[src/common/wut_status_map.svh]
// register offsets, field positions, reset values and timing for the block
`ifndef WUT_STATUS_MAP_SVH
`define WUT_STATUS_MAP_SVH

`define WUT_IRQ_STATUS_ADDR 32'h4000252C
`define WUT_IRQ_CLEAR_ADDR 32'h40002530
`define WUT_CAP_LOW_ADDR 32'h4000253C
`define WUT_CAP_HIGH_ADDR 32'h40002540

`define WUT_REG_RESET 16'h0000

`define WUT_BIT_MATCH_A 0
`define WUT_BIT_MATCH_B 1
`define WUT_BIT_MATCH_C 2
`define WUT_BIT_ROLL 3
`define WUT_BIT_CAPTURE 4
`define WUT_BIT_WAKE 6
`define WUT_BIT_FREEZE 7
`define WUT_BIT_EN_SYNC 8

`define WUT_CLR_WIDTH 5

`define WUT_CLK_HZ 100000000
`define WUT_TICK_HZ 32768

`endif

[src/common/wut_status_pkg.sv]
// types shared by the wake-up timer status and capture block
package wut_status_pkg;

  typedef struct packed {
    logic en_sync;
    logic freeze;
    logic wake;
    logic capture;
    logic roll;
    logic match_c;
    logic match_b;
    logic match_a;
  } status_type;

  typedef struct packed {
    logic [31:0] haddr;
    logic [1:0] htrans;
    logic hwrite;
    logic [2:0] hsize;
    logic hsel;
    logic hready;
  } ahb_req_type;

  typedef enum logic [1:0] {
    CLR_IDLE,
    CLR_WAIT
  } clr_state_type;

endpackage : wut_status_pkg

[src/wut_status_capture.sv]
// wake-up timer status, flag clearing and event capture with ahb-lite slave
//
// Behaviour
// - any change of the timer enable sets the enable-sync flag
// - enable-sync flag clears once the enable reaches the slow tick domain
// - freeze flag shows high counter half frozen, drops when released
// - freezing happens only while the freeze-enable control bit is set
// - wake status bit mirrors the wake request to power-down control
// - active-high wake outputs assert on wake-up events
// - rising edge on selected capture line sets flag and latches count
// - reading the high capture register clears the capture flag
// - rollover flag set only in free-running mode at all ones or zeros
// - match flags set on comparator match only when enabled
// - rollover and match flags clear only by clear-register writes
// - clear bits: 3 rollover, 2 match c, 1 match b, 0 match a
// - written clear bits self-clear after crossing into the tick domain
// - clear bit 4 clears the capture event flag
// - captured count held as low half and high half registers
// - capture need only work in the active power state
// - disabled compare field does no comparison, its flag never sets
// - timer held in reset while enable is 0, runs when 1
//
// Local design decision: register access over AHB-Lite.
`timescale 1ns/10ps
`default_nettype none
`include "wut_status_map.svh"

module wut_status_capture
  import wut_status_pkg::*;
#(
  parameter int CLK_HZ = `WUT_CLK_HZ,
  parameter int TICK_HZ = `WUT_TICK_HZ,
  parameter int COUNT_W = 32,
  parameter int EVENT_LINES = 8,
  parameter int SEL_W = 3
) (
  input wire logic hclk,
  input wire logic hresetn,
  input wire logic hsel,
  input wire logic [31:0] haddr,
  input wire logic [1:0] htrans,
  input wire logic hwrite,
  input wire logic [2:0] hsize,
  input wire logic [31:0] hwdata,
  input wire logic hready,
  output logic [31:0] hrdata,
  output logic hreadyout,
  output logic hresp,
  input wire logic timer_enable,
  input wire logic freeze_enable,
  input wire logic value_low_read,
  input wire logic value_high_read,
  input wire logic free_running,
  input wire logic count_down,
  input wire logic [COUNT_W-1:0] counter_value,
  input wire logic [2:0] match_hit,
  input wire logic [2:0] match_irq_enable,
  input wire logic [EVENT_LINES-1:0] event_lines,
  input wire logic [SEL_W-1:0] event_select,
  input wire logic system_active,
  output logic timer_run,
  output logic value_frozen,
  output logic [4:0] wake_lines
);

  // ----------------------------------------------------------------
  // slow tick divider
  // ----------------------------------------------------------------
  // the two rate parameters let a bench shorten the tick period
  localparam int TICK_DIV = CLK_HZ / TICK_HZ;
  localparam logic [15:0] TICK_LAST = 16'(TICK_DIV - 1);

  logic [15:0] div_r;
  logic tick_r;

  always_ff @(posedge hclk or negedge hresetn) begin
    if (!hresetn) begin
      div_r <= 16'h0000;
      tick_r <= 1'b0;
    end else if (div_r == TICK_LAST) begin
      div_r <= 16'h0000;
      tick_r <= 1'b1;
    end else begin
      div_r <= div_r + 16'h0001;
      tick_r <= 1'b0;
    end
  end

  // ----------------------------------------------------------------
  // ahb-lite address phase
  // ----------------------------------------------------------------
  ahb_req_type req;
  logic take;
  logic rd_take;
  logic wr_pend_r;
  logic [31:0] wr_addr_r;

  // hsize is carried but ignored: only whole-word transfers are used
  assign req = '{
    haddr: haddr,
    htrans: htrans,
    hwrite: hwrite,
    hsize: hsize,
    hsel: hsel,
    hready: hready
  };
  assign take = req.hsel & req.hready & req.htrans[1];
  assign rd_take = take & ~req.hwrite;

  always_ff @(posedge hclk or negedge hresetn) begin
    if (!hresetn) begin
      wr_pend_r <= 1'b0;
      wr_addr_r <= 32'h00000000;
    end else begin
      wr_pend_r <= take & req.hwrite;
      if (take) begin
        wr_addr_r <= req.haddr;
      end
    end
  end

  always_ff @(posedge hclk or negedge hresetn) begin
    if (!hresetn) begin
      hreadyout <= 1'b0;
      hresp <= 1'b0;
    end else begin
      hreadyout <= 1'b1;
      hresp <= 1'b0;
    end
  end

  // ----------------------------------------------------------------
  // enable synchronisation
  // ----------------------------------------------------------------
  logic en_seen_r;
  logic en_sync_r;

  always_ff @(posedge hclk or negedge hresetn) begin
    if (!hresetn) begin
      en_seen_r <= 1'b0;
    end else begin
      en_seen_r <= timer_enable;
    end
  end

  always_ff @(posedge hclk or negedge hresetn) begin
    if (!hresetn) begin
      timer_run <= 1'b0;
    end else if (tick_r) begin
      timer_run <= timer_enable;
    end
  end

  // set has priority, so a toggle on a tick edge is not lost
  always_ff @(posedge hclk or negedge hresetn) begin
    if (!hresetn) begin
      en_sync_r <= 1'b0;
    end else if (en_seen_r != timer_enable) begin
      en_sync_r <= 1'b1;
    end else if (tick_r && timer_run == timer_enable) begin
      en_sync_r <= 1'b0;
    end
  end

  // ----------------------------------------------------------------
  // counter value freeze
  // ----------------------------------------------------------------
  always_ff @(posedge hclk or negedge hresetn) begin
    if (!hresetn) begin
      value_frozen <= 1'b0;
    end else if (!freeze_enable) begin
      value_frozen <= 1'b0;
    end else if (value_low_read) begin
      value_frozen <= 1'b1;
    end else if (value_high_read) begin
      value_frozen <= 1'b0;
    end
  end

  // ----------------------------------------------------------------
  // clear register and its crossing into the tick domain
  // ----------------------------------------------------------------
  logic [`WUT_CLR_WIDTH-1:0] clr_r;
  logic [`WUT_CLR_WIDTH-1:0] clr_apply;
  logic clr_write;
  clr_state_type clr_state_r;

  // pending bits wait for the next tick, then clear their flags
  assign clr_write = wr_pend_r && wr_addr_r == `WUT_IRQ_CLEAR_ADDR;
  assign clr_apply = (tick_r && clr_state_r == CLR_WAIT) ? clr_r :
                     '0;

  always_ff @(posedge hclk or negedge hresetn) begin
    if (!hresetn) begin
      clr_r <= '0;
      clr_state_r <= CLR_IDLE;
    end else begin
      case (clr_state_r)
        CLR_IDLE: begin
          if (clr_write && hwdata[`WUT_CLR_WIDTH-1:0] != '0) begin
            clr_r <= hwdata[`WUT_CLR_WIDTH-1:0];
            clr_state_r <= CLR_WAIT;
          end
        end
        CLR_WAIT: begin
          if (clr_write && tick_r) begin
            // old bits apply on this tick; only the new ones stay pending
            clr_r <= hwdata[`WUT_CLR_WIDTH-1:0];
            if (hwdata[`WUT_CLR_WIDTH-1:0] == '0) begin
              clr_state_r <= CLR_IDLE;
            end
          end else if (clr_write) begin
            clr_r <= clr_r | hwdata[`WUT_CLR_WIDTH-1:0];
          end else if (tick_r) begin
            clr_r <= '0;
            clr_state_r <= CLR_IDLE;
          end
        end
        default: begin
          clr_r <= '0;
          clr_state_r <= CLR_IDLE;
        end
      endcase
    end
  end

  // ----------------------------------------------------------------
  // rollover and match flags
  // ----------------------------------------------------------------
  logic roll_r;
  logic [2:0] match_r;
  logic roll_set;
  logic [2:0] match_set;

  assign roll_set = tick_r & timer_run & free_running &
                    (count_down ? (counter_value == '0) :
                     (counter_value == '1));
  assign match_set = {3{tick_r & timer_run}} & match_hit &
                     match_irq_enable;

  // a set on the clearing tick wins over the clear
  always_ff @(posedge hclk or negedge hresetn) begin
    if (!hresetn) begin
      roll_r <= 1'b0;
    end else if (roll_set) begin
      roll_r <= 1'b1;
    end else if (clr_apply[`WUT_BIT_ROLL]) begin
      roll_r <= 1'b0;
    end
  end

  always_ff @(posedge hclk or negedge hresetn) begin
    if (!hresetn) begin
      match_r <= 3'h0;
    end else begin
      match_r <= (match_r & ~clr_apply[`WUT_BIT_MATCH_C:0]) |
                 match_set;
    end
  end

  // ----------------------------------------------------------------
  // event capture
  // ----------------------------------------------------------------
  logic ev_prev_r;
  logic ev_now;
  logic cap_set;
  logic cap_r;
  logic cap_high_rd;
  logic [15:0] cap_low_r;
  logic [15:0] cap_high_r;

  // edge detector resets low, the idle level of the event lines
  assign ev_now = event_lines[event_select];
  assign cap_set = ev_now & ~ev_prev_r & system_active;
  assign cap_high_rd = rd_take && req.haddr == `WUT_CAP_HIGH_ADDR;

  always_ff @(posedge hclk or negedge hresetn) begin
    if (!hresetn) begin
      ev_prev_r <= 1'b0;
    end else begin
      ev_prev_r <= ev_now;
    end
  end

  always_ff @(posedge hclk or negedge hresetn) begin
    if (!hresetn) begin
      cap_low_r <= `WUT_REG_RESET;
      cap_high_r <= `WUT_REG_RESET;
    end else if (cap_set) begin
      cap_low_r <= counter_value[15:0];
      cap_high_r <= counter_value[31:16];
    end
  end

  always_ff @(posedge hclk or negedge hresetn) begin
    if (!hresetn) begin
      cap_r <= 1'b0;
    end else if (cap_set) begin
      cap_r <= 1'b1;
    end else if (cap_high_rd || clr_apply[`WUT_BIT_CAPTURE]) begin
      cap_r <= 1'b0;
    end
  end

  // ----------------------------------------------------------------
  // wake request to power-down control
  // ----------------------------------------------------------------
  always_ff @(posedge hclk or negedge hresetn) begin
    if (!hresetn) begin
      wake_lines <= 5'h00;
    end else begin
      wake_lines <= {cap_r, roll_r, match_r};
    end
  end

  // ----------------------------------------------------------------
  // status word and read data
  // ----------------------------------------------------------------
  status_type status;
  logic [31:0] status_word;

  assign status = '{
    en_sync: en_sync_r,
    freeze: value_frozen,
    wake: |wake_lines,
    capture: cap_r,
    roll: roll_r,
    match_c: match_r[2],
    match_b: match_r[1],
    match_a: match_r[0]
  };

  // each flag at its bit position, reserved bits read 0
  always_comb begin
    status_word = 32'h00000000;
    status_word[`WUT_BIT_EN_SYNC] = status.en_sync;
    status_word[`WUT_BIT_FREEZE] = status.freeze;
    status_word[`WUT_BIT_WAKE] = status.wake;
    status_word[`WUT_BIT_CAPTURE] = status.capture;
    status_word[`WUT_BIT_ROLL] = status.roll;
    status_word[`WUT_BIT_MATCH_C] = status.match_c;
    status_word[`WUT_BIT_MATCH_B] = status.match_b;
    status_word[`WUT_BIT_MATCH_A] = status.match_a;
  end

  always_ff @(posedge hclk or negedge hresetn) begin
    if (!hresetn) begin
      hrdata <= 32'h00000000;
    end else if (rd_take) begin
      if (req.haddr == `WUT_IRQ_STATUS_ADDR) begin
        hrdata <= status_word;
      end else if (req.haddr == `WUT_IRQ_CLEAR_ADDR) begin
        hrdata <= {27'h0000000, clr_r};
      end else if (req.haddr == `WUT_CAP_LOW_ADDR) begin
        hrdata <= {16'h0000, cap_low_r};
      end else if (req.haddr == `WUT_CAP_HIGH_ADDR) begin
        hrdata <= {16'h0000, cap_high_r};
      end else begin
        hrdata <= 32'h00000000;
      end
    end else begin
      hrdata <= 32'h00000000;
    end
  end

endmodule : wut_status_capture
`default_nettype wire

[config.mk]
export PLATFORM = sky130hd
export DESIGN_NAME = wut_status_capture
export DESIGN_NICKNAME = d
export VERILOG_FILES = /design/src/common/wut_status_pkg.sv /design/src/wut_status_capture.sv
export VERILOG_INCLUDE_DIRS = /design/src /design/src/common
export SDC_FILE = /design/constraint.sdc
export NUM_CORES = 1
export LEC_CHECK = 0
export ABC_AREA = 1
export BUFFER_PORTS_ARGS = -buffer_cell sky130_fd_sc_hd__buf_2
export CAP_MARGIN = 30
export CORE_MARGIN = 4
export CORE_UTILIZATION = 45
export DETAILED_ROUTE_END_ITERATION = 10
export GPL_TIMING_DRIVEN = 0
export PLACE_DENSITY = 0.71
export SLEW_MARGIN = 20
export SYNTH_ARGS = -nofsm -noshare
export SYNTH_HDL_FRONTEND = slang
export SYNTH_SLANG_ARGS = --single-unit
[constraint.sdc]
create_clock -name hclk -period 2.1 [get_ports hclk]
set_clock_uncertainty 0.1 [all_clocks]
set_input_delay 0.105 -clock hclk [delete_from_list [all_inputs] [get_ports hclk]]
set_output_delay 0.105 -clock hclk [all_outputs]
set_load 0.01 [all_outputs]
==> results of run 1 <==
## registers in the layout (all words and copies together), names as in the netlist, 3 cells and up
register	cells
wake_lines	5
div_r	16
cap_high_r	16
wr_addr_r	32
cap_low_r	16
clr_r	5
match_r	3
hrdata	16
## per-stage QoR
stage               worst slack, ns  hold WS, ns
global placement             -0.666        0.158
global route                 0.0410       0.0214
CTS                           0.217      0.00923
finish                        0.165       0.0104
detailed placement            0.405     -0.00448
floorplan                     0.616       -0.291
## cell families (layout without fill, tap and decap cells)
logic type / Yosys count / count (layout) / share of synthesized area [%]
adders and majority gates: 2 / 2 / 0.426
muxes: 12 / 12 / 2.30
other: 2 / 18 / 0.128
DFF: 120 / 120 / 51.1
and+or+nand+nor: 314 / 314 / 23.8
buffers and inverters: 136 / 374 / 10.7
AOI/OAI and AO/OA: 102 / 102 / 10.5
xor gates and xnor gates: 7 / 7 / 1.04
## what timing repair did
action,4_1_cts,5_1_grt
endpoints found under the hold margin,137,0
endpoints found under the setup margin,0,0
hold buffers,83,0
## metal layers
metal	up-vias	track usage, %	wire (um)
li1	2676	-	-
met2	170	40.1	8050
met1	2531	26.9	6820
met5	-	0	0
met3	35	5.85	896
met4	0	9.31	387
## worst max-delay path, delay by kind of cell
family | cells | cell delay, ns
buf+inv | 4 | 1.61
compound gates | 1 | 0.18
simple gates | 3 | 0.20
## where the power goes
group / internal [uW] / switching, uW
Sequential: 2590 / 155
Clock: 2070 / 985
Combinational: 413 / 426
## Yosys cell counts (7+ instances only)
cell and count:
a21oi_1 18, o21ai_2 23, nor2_1 87, buf_6 7, o21ai_0 43, nor3_1 14, buf_4 17, inv_1 103
nand2_1 135, nand4_1 11, nor4_1 10, nand3_1 41, o21ai_1 9, mux2_2 12, dfrtp_1 120
## worst paths after layout
check	from	cells after the start	slack, ns	endpoint
worst max register to register	div_r[1]$_DFF_PN0_	7	0.42	div_r[14]$_DFF_PN0_
max in group asynchronous	hresetn	3	1.08	cap_high_r[9]$_DFFE_PN0P_
worst min-delay path	hwdata[0]	5	0.01	clr_r[0]$_DFFE_PN0P_
min in group asynchronous	hresetn	2	0.12	wr_addr_r[17]$_DFFE_PN0P_
worst min register to register	cap_r$_DFFE_PN0P_	0	0.30	wake_lines[4]$_DFF_PN0_
worst max-delay path	event_select[2]	8	0.17	cap_low_r[13]$_DFFE_PN0P_
## cell type report
type / instances / area share, %
clock buffers: 24 / 5.84
flip-flops and latches: 120 / 36.4
plain buffers: 32 / 2.91
clock inverters: 8 / 1.73
inverters: 104 / 4.73
multi-input cells: 455 / 27.9
well taps: 172 / 2.61
repair buffers: 206 / 17.9
==> reports/metrics.cfg, run 1 <==
[power_and_ir_drop]
leakagePower_uw=0.00412
cellPowerDensity_mw_per_mm2=805
peakVddDrop_mv=0.546
power.total_uw=6640

[die]
rows=41
die-height_um=122
num_io_pins=171
die_x_um=122
dieArea_sq_mm=0.0150
core-area_sq_mm=0.0127
initial_core_util_pct=46.2

[finish]
final_cell_mix=nand2_1 (135), buf_2 (124), dfrtp_1 (120)
area_delta_synth_final_pct=40.4
multi_input_area_sq_mm=0.00231
n_antenna_cell=0
drive_above_1_share_pct=24.1
layout.nets=1068
fillers=1056
design_area_sq_mm=0.00825
mostFrequentLayoutCell=nand2_1
regArea_sq_mm=0.00300
final_cells=1121
fin_util_pct=64.9

[grt]
gr-total-overflow=0
grt_max_degree=66
grt_pass1_wl_um=26400
gr-usage-all-layers_pct=22.9
antenna_found_initial=0
first_global_vias=5655

[clock_network]
clockBufferDepth=2
clock_sinks=120
clkTransAtPathRegs_ns=0.05
cts_resized=0
root_buffer=clkbuf_16
cts_post_setup_buffers_inserted=0
cts_made_buffers=17
clock_latency_ns=0.41
cts_tree=built
htree_levels=4

[yosys]
syn-instance-count=695
yosys_warnings=0
synth_top_area_share_pct=51.1
synth_cell_types=35
synth_area_per_cell_sq_um=8.46
synth_top_cell_by_area=dfrtp_1
ys.flop_type=dfrtp_1
synth.area.top_cells=dfrtp_1 (51%), nand2_1 (8.6%), inv_1 (6.6%)
synth_edf_count=0
synth-seq-cells=120
yosysSeqAreaShare_pct=51.1
syn_area_sq_mm=0.00588
async_flop_share_pct=100

[outcome]
status=finished clean

[route]
remaining_drc_errors=0
drt_iter0_drc=326
drt-total-wl_um=16100
vias=5412
viasPerCell=4.83
first_pass_iters=5
post_drt_wl_per_cell_um=14.4
antenna_left=0

[placement]
place_congestion=0.858
postPlaceCellArea_sq_mm=0.00680
place.port_buffers=122
placedCellCount=1006
place_hpwl_um=10600

[setup_path]
criticalPathCategory=primary input to flop
cp-start-kind=primary input
worstPathCellList=dlygate4sd3_1, buf_2, nand2_1, dlygate4sd3_1, nand2_2, nand3b_2, clkbuf_1, o21ai_0
critPathMostFrequentCell=dlygate4sd3_1
critPathCaptureType=flop
crit_required_ns=2.26
crit_path_max_incr_delay_ns=0.55
worst_path_max_delay_cell=dlygate4sd3_1
arrival_ns=2.10
crit_fanout=10

[timing]
rsz0062_at_grt=no
maxSlewViolCount=0
slew_headroom_pct=54.4
fmax_mhz=517
tightest_slew_ns=0.678
setup_viol=0
period_share_pct=92.1
timing.final.crit_period_ns=1.93
final.setup.tns_ns=0
hold_viol=0

[hold_path]
hp-class=primary input to flop

[flow_run]
maxCapViolations=0

Power figures use the tool's default switching activity.
==> run 2, diff against run 1 <==
- PLACE_DENSITY: 0.71 -> 0.69
==> run 2 against run 1 <==
Compared with the run above: core utilization rose by 0.42 points; die area did not move; critical endpoint is now cap_low_r[12]$_DFFE_PN0P_; flip-flop and latch count did not move; first-iteration DRC count fell by 6.4%; total power rose by 3.9%; sequential share of layout area fell by 0.24 points; worst hold slack got worse by 0.0049 ns; sequential power barely moved; design area rose by 0.65%; clock power rose by 8.8%; highest routed layer unchanged.
==> reports/metrics.cfg, run 2 (synthesis gave the netlist of run 1 again) <==
[die]
num_io_pins=171
die-height_um=122
initial_core_util_pct=46.2
dieArea_sq_mm=0.0150
core-area_sq_mm=0.0127
die_x_um=122
rows=41

[grt]
gr-total-overflow=0
antenna_found_initial=0
grt_max_degree=84
gr-usage-all-layers_pct=22.7
grt_pass1_wl_um=26200
first_global_vias=5623

[timing]
rsz0062_at_grt=no
slew_headroom_pct=48.4
setup_viol=0
hold_viol=0
tightest_slew_ns=0.768
fmax_mhz=531
holdWs_ns=0.00547
timing.final.crit_period_ns=1.89
period_share_pct=89.8
maxSlewViolCount=0

[finish]
fillers=1091
largest_reg_flops=32
area_delta_synth_final_pct=41.3
mostFrequentLayoutCell=nand2_1
layout.nets=1068
drive_above_1_share_pct=24.4
final_cell_mix=nand2_1 (135), buf_2 (124), dfrtp_1 (120)
fin_util_pct=65.3
n_antenna_cell=0
regMostFlops=wr_addr_r

[clock_network]
cts_made_buffers=17
root_buffer=clkbuf_16
ctsHoldBuffers=83
htree_levels=4
clock_sinks=120
clockBufferDepth=2
clkTransAtPathRegs_ns=0.05
cts_tree=built
cts_resized=0
cts_post_setup_buffers_inserted=0
clock_latency_ns=0.42

[power_and_ir_drop]
cellPowerDensity_mw_per_mm2=831
leakagePower_uw=0.00414
peakVddDrop_mv=0.565

[flow_run]
maxCapViolations=0

[route]
drt-total-wl_um=15900
vias=5344
first_pass_iters=8
post_drt_wl_per_cell_um=14.2
antenna_left=0
remaining_drc_errors=0
drt_iter0_drc=305
viasPerCell=4.77

[setup_path]
crit_fanout=10
criticalPathCategory=primary input to flop
critPathCaptureType=flop
crit_required_ns=2.28
arrival_ns=2.06
cp-start-kind=primary input

[hold_path]
hp-class=primary input to flop

[placement]
place_congestion=0.822
place_hpwl_um=10700
place.port_buffers=122

[outcome]
status=finished clean

==> run 2: area by class of cell <==
cell class / instances / area, sq um / share of cell area, %
clock inverters: 12 / 221 / 2.67
clock buffers: 20 / 457 / 5.50
flip-flops and latches: 120 / 3000 / 36.1
inverters: 104 / 390 / 4.70
well taps: 172 / 215 / 2.59
multi-input cells: 455 / 2310 / 27.8
plain buffers: 32 / 240 / 2.89
repair buffers: 206 / 1480 / 17.8
==> run 2: layer usage <==
metal  track usage [%]  wire, um  up-vias
li1                  -         -     2682
met1              28.6      6960     2444
met2              37.7      7510      193
met3              6.68      1180       25
met4              7.14       240        0
met5                 0         0        -
==> run 2: worst paths after layout <==
| path | from | endpoint | slack, ns | depth (start not counted) |
|---|---|---|---|---|
| setup / recovery | event_select[2] | cap_low_r[12]$_DFFE_PN0P_ | 0.21 | 8 |
| hold / removal | hwdata[2] | clr_r[2]$_DFFE_PN0P_ | 0.005 | 5 |
| setup reg to reg | div_r[5]$_DFF_PN0_ | div_r[11]$_DFF_PN0_ | 0.28 | 5 |
| hold reg to reg | roll_r$_DFFE_PN0P_ | wake_lines[3]$_DFF_PN0_ | 0.31 | 0 |
| max in group asynchronous | hresetn | cap_high_r[2]$_DFFE_PN0P_ | 1.13 | 3 |
| min in group asynchronous | hresetn | wr_addr_r[21]$_DFFE_PN0P_ | 0.06 | 2 |
==> run 2: per-stage QoR <==
step           setup TNS (ns)  area [sq um]  setup slack [ns]  std cells  total power [uW]
6_report                    0          8310             0.215       1121              6910
5_1_grt                     0          8310             0.103       1121              7210
4_1_cts                     0          8310             0.234       1121              6930
3_5_place_dp                0          6800             0.407       1006              3480
3_3_place_gp           -76.89          6770            -0.650       1005              3450
2_1_floorplan               0          5940             0.616        711              3190
==> run 2: report_power, final <==
part | total [uW] | switching, uW | internal [uW]
sequential | 2740 | 152 | 2590
clock | 3330 | 1040 | 2280
combinational | 835 | 422 | 413
==> run 2: critical path, cell delays in order <==
cell and delay (ns):
dlygate4sd3_1 0.53, buf_2 0.13, nand2_1 0.05, dlygate4sd3_1 0.55, nand2_2 0.07, nand3b_2 0.08, clkbuf_1 0.38, o21ai_0 0.16
